File: config.mk
export PLATFORM = sky130hd
export DESIGN_NAME = twsio_port
export DESIGN_NICKNAME = d
export VERILOG_FILES = /design/src/shared/twsio_pkg.sv /design/src/hw/twsio_sync.sv /design/src/hw/twsio_div.sv /design/src/hw/twsio_port.sv
export SDC_FILE = /design/constraint.sdc
export NUM_CORES = 1
export LEC_CHECK = 0
export ABC_AREA = 1
export BUFFER_PORTS_ARGS = -buffer_cell sky130_fd_sc_hd__buf_2
export CAP_MARGIN = 20
export CORE_MARGIN = 5
export CORE_UTILIZATION = 50
export DETAILED_ROUTE_END_ITERATION = 7
export PLACE_DENSITY = 0.81
export RECOVER_POWER = 100
export SLEW_MARGIN = 10
export SYNTH_ARGS = -nofsm -noshare
export SYNTH_HDL_FRONTEND = slang
export SYNTH_SLANG_ARGS = --single-unit
export TNS_END_PERCENT = 10
File: constraint.sdc
create_clock -name i_ref_clk -period 1.4 [get_ports i_ref_clk]
set_input_delay 0.28 -clock i_ref_clk [delete_from_list [all_inputs] [get_ports i_ref_clk]]
set_output_delay 0.28 -clock i_ref_clk [all_outputs]
set_load 0.02 [all_outputs]
File: src/shared/twsio_pkg.sv
// Package for the three-wire serial I/O port: register map, field
// positions, reset values, divider counts and the shared types.
// Assumes a single 100 MHz clock and an asynchronous active-high reset.
package twsio_pkg;

	// Register byte addresses on the plain register port
	localparam logic [15:0] MODE_ADDR  = 16'hff78;
	localparam logic [15:0] SHIFT_ADDR = 16'hff7a;
	localparam logic [15:0] LATCH_ADDR = 16'hff22;
	localparam logic [15:0] DIR_ADDR   = 16'hff42;

	// Mode control fields
	localparam int EN_BIT    = 7;
	localparam int DIV_HI    = 5;
	localparam int DIV_LO    = 4;
	localparam int ORDER_BIT = 2;
	localparam int SRC_BIT   = 1;
	localparam logic [7:0] MODE_WMASK = 8'hb6;
	localparam logic [7:0] MODE_RESET = 8'h00;

	// Port pin indexes and reset values
	localparam int PIN_SCK = 0;
	localparam int PIN_SO  = 1;
	localparam int PIN_SI  = 2;
	localparam logic [2:0] LATCH_RESET = 3'h0;
	localparam logic [2:0] DIR_RESET   = 3'h7;

	// Half period of the serial clock, minus one, per divide code
	localparam logic [3:0] HALF_DIV4  = 4'h1;
	localparam logic [3:0] HALF_DIV8  = 4'h3;
	localparam logic [3:0] HALF_DIV16 = 4'h7;
	localparam logic [3:0] HALF_DIV32 = 4'hf;
	localparam logic [2:0] LAST_BIT   = 3'h7;

	typedef enum logic {TWSIO_IDLE, TWSIO_SHIFT} twsio_phase_t;

	// One bit per pin of the port
	typedef struct packed {
		logic si;
		logic so;
		logic sck;
	} twsio_pins_t;

	// Whole state of the port
	typedef struct packed {
		logic [7:0]   mode;
		logic [7:0]   sr;
		logic [2:0]   latch;
		logic [2:0]   dir;
		twsio_phase_t phase;
		logic         sck;
		logic         so;
		logic [2:0]   bits;
		logic         sck_prev;
		logic         cap;
		logic         irq;
		logic [7:0]   rdata;
	} twsio_state_t;

endpackage

File: src/hw/twsio_sync.sv
// Two-flop synchroniser for the three port pins.
// Assumes the pins are asynchronous to i_ref_clk.
`timescale 1ns/10ps
module twsio_sync (
	input  wire logic                  i_ref_clk,
	input  wire logic                  i_rst,
	input  wire twsio_pkg::twsio_pins_t i_pins,
	output twsio_pkg::twsio_pins_t     o_pins
);
	logic [2:0] meta_q;
	logic [2:0] sync_q;

	// Reset high so an idle clock pin does not look like an edge
	genvar gi;
	generate
		for (gi = 0; gi < 3; gi++) begin : g_bit
			always_ff @(posedge i_ref_clk or posedge i_rst) begin
				if (i_rst) begin
					meta_q[gi] <= 1'b1;
					sync_q[gi] <= 1'b1;
				end else begin
					meta_q[gi] <= i_pins[gi];
					sync_q[gi] <= meta_q[gi];
				end
			end
		end
	endgenerate

	assign o_pins = sync_q;
endmodule

File: src/hw/twsio_div.sv
// Divider giving one-cycle pulses at each half period of the
// internal serial clock. Held cleared while no transfer runs.
`timescale 1ns/10ps
module twsio_div (
	input  wire logic       i_ref_clk,
	input  wire logic       i_rst,
	input  wire logic       i_clear,
	input  wire logic [1:0] i_sel,
	output logic            o_tick
);
	logic [3:0] cnt_q;
	logic [3:0] cnt_d;
	logic [3:0] limit;

	// Divide by 4, 8, 16 or 32 of the main clock
	always_comb begin
		case (i_sel)
			2'h0:    limit = twsio_pkg::HALF_DIV4;
			2'h1:    limit = twsio_pkg::HALF_DIV8;
			2'h2:    limit = twsio_pkg::HALF_DIV16;
			default: limit = twsio_pkg::HALF_DIV32;
		endcase
		o_tick = !i_clear && (cnt_q == limit);
		if (i_clear || o_tick) begin
			cnt_d = 4'h0;
		end else begin
			cnt_d = cnt_q + 4'h1;
		end
	end

	// Counter register
	always_ff @(posedge i_ref_clk or posedge i_rst) begin
		if (i_rst) begin
			cnt_q <= 4'h0;
		end else begin
			cnt_q <= cnt_d;
		end
	end
endmodule

File: src/hw/twsio_port.sv
// Three-wire serial I/O port: mode register, shift register, serial
// clock generation or reception, and the three shared port pins.
// Assumes a register master on i_ref_clk that never waits.
`timescale 1ns/10ps
module twsio_port (
	input  wire logic                  i_ref_clk,
	input  wire logic                  i_rst,
	input  wire logic [15:0]           i_addr,
	input  wire logic [7:0]            i_wdata,
	input  wire logic                  i_wr,
	input  wire logic                  i_rd,
	output logic [7:0]                 o_rdata,
	input  wire twsio_pkg::twsio_pins_t i_pin,
	output twsio_pkg::twsio_pins_t     o_pin,
	output twsio_pkg::twsio_pins_t     o_pin_oe,
	output logic                       o_transfer_done_irq
);
	twsio_pkg::twsio_state_t q;
	twsio_pkg::twsio_state_t d;
	twsio_pkg::twsio_pins_t  pin_s;
	logic                    tick;
	logic                    en;
	logic                    internal;
	logic                    lsb_first;
	logic                    running;
	logic                    fall;
	logic                    rise;
	logic                    start_ok;

	// Pins are asynchronous, so each passes two flops first
	twsio_sync u_sync (
		.i_ref_clk (i_ref_clk),
		.i_rst     (i_rst),
		.i_pins    (i_pin),
		.o_pins    (pin_s)
	);

	// Internal serial clock comes from the main clock only
	twsio_div u_div (
		.i_ref_clk (i_ref_clk),
		.i_rst     (i_rst),
		.i_clear   (!running || !internal),
		.i_sel     (q.mode[twsio_pkg::DIV_HI:twsio_pkg::DIV_LO]),
		.o_tick    (tick)
	);

	// Mode decode
	assign en        = q.mode[twsio_pkg::EN_BIT];
	assign internal  = q.mode[twsio_pkg::SRC_BIT];
	assign lsb_first = q.mode[twsio_pkg::ORDER_BIT];
	assign running   = (q.phase == twsio_pkg::TWSIO_SHIFT);

	// Serial clock edges from the divider or from the pin
	always_comb begin
		if (internal) begin
			fall = running && tick && q.sck;
			rise = running && tick && !q.sck;
		end else begin
			fall = running && q.sck_prev && !pin_s.sck;
			rise = running && !q.sck_prev && pin_s.sck;
		end
	end

	// Start only when enabled and the clock rests high after a byte
	assign start_ok = en && !running
		&& (internal || pin_s.sck);

	// Next state: shifting first, then register writes
	always_comb begin
		d = q;
		d.irq = 1'b0;
		d.sck_prev = pin_s.sck;
		// Capture waits a cycle: the synchronised input lags the pin by
		// two clocks, so a far end that moves on the fall is seen in time
		d.cap = rise;
		if (internal && running && tick) begin
			d.sck = !q.sck;
		end
		// Outgoing bit moves to the output latch on the fall
		if (fall) begin
			d.so = lsb_first ? q.sr[0] : q.sr[7];
		end
		// Incoming bit lands in the input end one cycle after the rise
		if (q.cap && running) begin
			if (lsb_first) begin
				d.sr = {pin_s.si, q.sr[7:1]};
			end else begin
				d.sr = {q.sr[6:0], pin_s.si};
			end
			d.bits = q.bits + 3'h1;
			if (q.bits == twsio_pkg::LAST_BIT) begin
				d.phase = twsio_pkg::TWSIO_IDLE;
				d.irq = 1'b1;
			end
		end
		if (i_wr) begin
			case (i_addr)
				twsio_pkg::MODE_ADDR: begin
					// Reserved bits always read back zero
					d.mode = i_wdata & twsio_pkg::MODE_WMASK;
				end
				twsio_pkg::SHIFT_ADDR: begin
					// External master may already be clocking this byte
					if (internal || !running) begin
						d.sr = i_wdata;
					end
					if (start_ok) begin
						d.phase = twsio_pkg::TWSIO_SHIFT;
						d.bits = 3'h0;
						d.sck = 1'b1;
					end
				end
				twsio_pkg::LATCH_ADDR: begin
					d.latch = i_wdata[2:0];
				end
				twsio_pkg::DIR_ADDR: begin
					d.dir = i_wdata[2:0];
				end
				default: begin
				end
			endcase
		end
		// Disabling stops a byte dead; a stale write never resumes
		if (!en) begin
			d.phase = twsio_pkg::TWSIO_IDLE;
			d.sck = 1'b1;
		end
		// Read data for the cycle after the strobe
		d.rdata = 8'h00;
		if (i_rd) begin
			case (i_addr)
				twsio_pkg::MODE_ADDR:  d.rdata = q.mode;
				twsio_pkg::SHIFT_ADDR: d.rdata = q.sr;
				twsio_pkg::LATCH_ADDR: d.rdata = {5'h00, pin_s};
				twsio_pkg::DIR_ADDR:   d.rdata = {5'h00, q.dir};
				default:               d.rdata = 8'h00;
			endcase
		end
	end

	// State register; the shift register reset value is arbitrary
	always_ff @(posedge i_ref_clk or posedge i_rst) begin
		if (i_rst) begin
			q.mode     <= twsio_pkg::MODE_RESET;
			q.sr       <= 8'h00;
			q.latch    <= twsio_pkg::LATCH_RESET;
			q.dir      <= twsio_pkg::DIR_RESET;
			q.phase    <= twsio_pkg::TWSIO_IDLE;
			q.sck      <= 1'b1;
			q.so       <= 1'b0;
			q.bits     <= 3'h0;
			q.sck_prev <= 1'b1;
			q.cap      <= 1'b0;
			q.irq      <= 1'b0;
			q.rdata    <= 8'h00;
		end else begin
			q <= d;
		end
	end

	// Pin muxing: so, and sck when internal, serial when enabled; si and the rest from the latch.
	// Clock output is gated by its latch, so software must set it high.
	always_comb begin
		o_pin_oe.sck = !q.dir[twsio_pkg::PIN_SCK];
		o_pin_oe.so  = !q.dir[twsio_pkg::PIN_SO];
		o_pin_oe.si  = !q.dir[twsio_pkg::PIN_SI];
		o_pin.si     = q.latch[twsio_pkg::PIN_SI];
		if (en && internal) begin
			o_pin.sck = q.sck && q.latch[twsio_pkg::PIN_SCK];
		end else begin
			o_pin.sck = q.latch[twsio_pkg::PIN_SCK];
		end
		if (en) begin
			o_pin.so = q.so;
		end else begin
			o_pin.so = q.latch[twsio_pkg::PIN_SO];
		end
	end

	assign o_rdata             = q.rdata;
	assign o_transfer_done_irq = q.irq;

	// Helper: cycles since the last divider tick
	logic [4:0] gap_q;
	logic       gap_ok_q;
	always_ff @(posedge i_ref_clk or posedge i_rst) begin
		if (i_rst) begin
			gap_q    <= 5'h00;
			gap_ok_q <= 1'b0;
		end else if (tick) begin
			gap_q    <= 5'h00;
			gap_ok_q <= 1'b1;
		end else begin
			gap_q    <= gap_q + 5'h01;
			gap_ok_q <= gap_ok_q && running && internal;
		end
	end
endmodule

==> results.sh <==
export IMPL_nFillCells=384
export IMPL_irDropWorstVdd_uv=558
export IMPL_crit_path_end_kind="output pin"
export IMPL_yosys_most_used_dff="dfrtp_1"
export IMPL_synth_simple_gate_area_share=0.278
export IMPL_worstPathRequired_ps=1120
export IMPL_pwr_density_cell_nw_per_um2=828
export IMPL_hold_path_end="u_sync.meta_q[1]"
export IMPL_finish_utilization=0.628
export IMPL_synth_top_cell_area_share=0.360
export IMPL_final_cell_count_no_fill=440
export IMPL_failed_checks="negative setup slack"
export IMPL_fin_crit_ps=1470
export IMPL_post_synth_top_area_cell="dfrtp_1"
export IMPL_worst_slack_ps=-72.6
export IMPL_synth_top_family_by_area="simple AND/OR/NAND/NOR gates"
export IMPL_coreArea_um2=4720
export IMPL_die_x_um=79.7
export IMPL_drive_gt1_frac=0.239
export IMPL_drtAntennaViolNets=0
export IMPL_synth_warning_count=0
export IMPL_timing_rr_start="q[36]"
export IMPL_yosys_top_cells_area="dfrtp_1, dfstp_2, nand2_1"
export IMPL_synth_mux_area_frac=0.00823
export IMPL_grt_pass1_vias=1995
export IMPL_vias=2192
export IMPL_ios=46
export IMPL_rsz0062_at_grt="yes"
export IMPL_syn_area_um2=2430
export IMPL_drt_wl_total_mm=5.48
export IMPL_fp_dieH_um=79.7
export IMPL_whs_path_depth=1
export IMPL_htree_levels=2
export IMPL_grt_first_pass_wirelength_mm=9.27
export IMPL_synthTopCellsByCount="nand2_1, inv_1, dfrtp_1, o21ai_0, nor2_1"
export IMPL_drc=0
export IMPL_gp_congestion=0.902
export IMPL_synth_nets=343
export IMPL_cts_buffers=5
export IMPL_p_total_uw=2460
export IMPL_worstMarginPinSlew_ps=466
export IMPL_netlist_instances=309
export IMPL_startpoint="q[15]"
export IMPL_holdWs_ps=68.8
export IMPL_start_kind="register"
export IMPL_synth_xor_area_share=0.0108
export IMPL_synth_most_common_cell="nand2_1"
export IMPL_setup_viol=1
export IMPL_antenna_found_initial=0
export IMPL_async_flop_share=1.00
export IMPL_min_from="i_pin[1]"
export IMPL_maxClockFrequency_mhz=679
export IMPL_seq_area_frac_synth=0.479
export IMPL_r2r_cells=8
export IMPL_grt_max_degree=19
export IMPL_dieArea_um2=6360
export IMPL_viasPerCell=4.98
export IMPL_synth_compound_area_frac=0.0890
export IMPL_outcome="complete, but fails checks"
export IMPL_regToRegSetupSlack_ps=20
export IMPL_synth_seq_cells=46
export IMPL_cts_tree="done"
export IMPL_hold_violations=0
export IMPL_clock_skew_ps=5.79
export IMPL_tns_ps=-72.6
export IMPL_r2r_end="q[15]"
export IMPL_cts_sinks=46
export IMPL_slew_viol_final=0
export IMPL_synthAdderAreaFrac=0.0154
export IMPL_wl_per_cell_um=12.5
export IMPL_clk_latency_ps=300
export IMPL_insertedDiodeCount=0
export IMPL_syn_area_per_cell_um2=7.87
export IMPL_maxCapViolCount=0
export IMPL_port_buffers=45
export IMPL_cp_data_arrival_time_ps=1190
export IMPL_clockBufferDepth=2
export IMPL_finalCritPeriodShare=1.05
export IMPL_hold_path_class="primary input to register"
export IMPL_grt_use_total=0.188
export IMPL_critical_path_class="register to output pin"
export IMPL_slew_headroom=0.689
export IMPL_drtIter0Drc=220
export IMPL_finalNetCount=406
export IMPL_path_clk_slew_ps=80
export IMPL_start_util=0.515
export IMPL_root_buffer="clkbuf_8"
export IMPL_yosysUniqueCellTypes=32
export IMPL_synth_edf_count=0
export IMPL_rows=25
export IMPL_synthToLayoutAreaGrowth_pct=22.0
export IMPL_grt_overflow=0
export IMPL_hpwlAfterDp_mm=4.09
export IMPL_crit_fanout=2
export IMPL_p_leak_uw=0.00141
export IMPL_dr_pass1_iters=5
export IMPL_placedCellCount=426
## timing repair
action,4_1_cts,5_1_grt
endpoints found under the setup margin,2,13
hold endpoints to repair,11,0
hold buffers,1,0
gates resized for setup,6,12
buffers inserted,1,4
pin swaps,1,2
## worst max-delay path by stage
stage / end / cells past startpoint
floorplan: en / 1
global placement: q[11] / 9
detailed placement: q[12] / 9
CTS: o_pin[0] / 3
global route: q[15] / 8
finish: o_pin[0] / 3
## state kept, by name (all words and copies together), names as in the netlist
signal and flops:
q 22, o_rdata 8, u_div.cnt_q 4, u_sync.meta_q 3, u_sync.o_pins 3, en 1, internal 1, lsb_first 1
o_pin 1, o_transfer_done_irq 1, running 1
## critical path, stage by stage, from the launching register on
cell and delay [ps]:
dfstp_2 550, inv_2 50, a31oi_4 150, buf_6 140
## per-stage QoR
step	setup slack (ps)	cell area [um2]
finish	-72.6	2970
floorplan	50.4	2430
global route	-121	2970
detailed placement	-31.2	2830
global placement	-28.8	2830
CTS	-100	2970
## kinds of logic (layout without fill, tap and decap cells)
logic type	Yosys count	count (layout)
buffers and inverters	66	130
adder cells (fa/ha/maj)	3	3
AO/OA/AOI/OAI	41	41
XOR/XNOR	3	3
multiplexers	2	2
flip-flops	46	46
AND/OR/NAND/NOR	148	148
## report_power, final
group          total, uW  internal, uW  leakage [uW]  switching (uW)
clock network        974           534     0.0000524             439
registers           1350          1350      0.000543            4.54
logic                131          51.7      0.000811            79.5
total               2460          1930       0.00141             523
## final cells by class
type | count | area, um2 | area share
tap | 67 | 83.8 | 0.0283
sequential | 46 | 1170 | 0.394
inverter | 52 | 199 | 0.0671
clock inverter | 1 | 30.0 | 0.0101
timing repair buffer | 70 | 423 | 0.143
multi-input combinational | 197 | 987 | 0.333
clock buffer | 7 | 76.3 | 0.0257
## per-layer routing
metal | vias up | wire length (um) | track usage
met4 | 0 | 106 | 0.0473
met3 | 12 | 356 | 0.0474
met5 | - | 0 | 0
met2 | 74 | 2650 | 0.314
met1 | 1006 | 2360 | 0.246
li1 | 1100 | - | -
## placed cells by master, fill, tap and decap left out, types with 2 or more instances in the layout
| cell type | instances |
|---|---|
| ha_1 | 3 |
| nor2_1 | 32 |
| dfrtp_1 | 33 |
| o211ai_1 | 3 |
| nand4_1 | 11 |
| inv_2 | 4 |
| mux2i_1 | 2 |
| xor2_1 | 2 |
| inv_1 | 46 |
| a21oi_1 | 4 |
| buf_2 | 33 |
| nor3_1 | 4 |
| clkbuf_1 | 13 |
| o21ai_0 | 31 |
| dfrtp_2 | 2 |
| clkbuf_8 | 5 |
| dfstp_2 | 10 |
| nand2_1 | 68 |
| buf_6 | 3 |
| buf_4 | 19 |
| clkbuf_2 | 2 |
| nand3_1 | 23 |
Note: power is estimated with default switching activity, not from simulation.
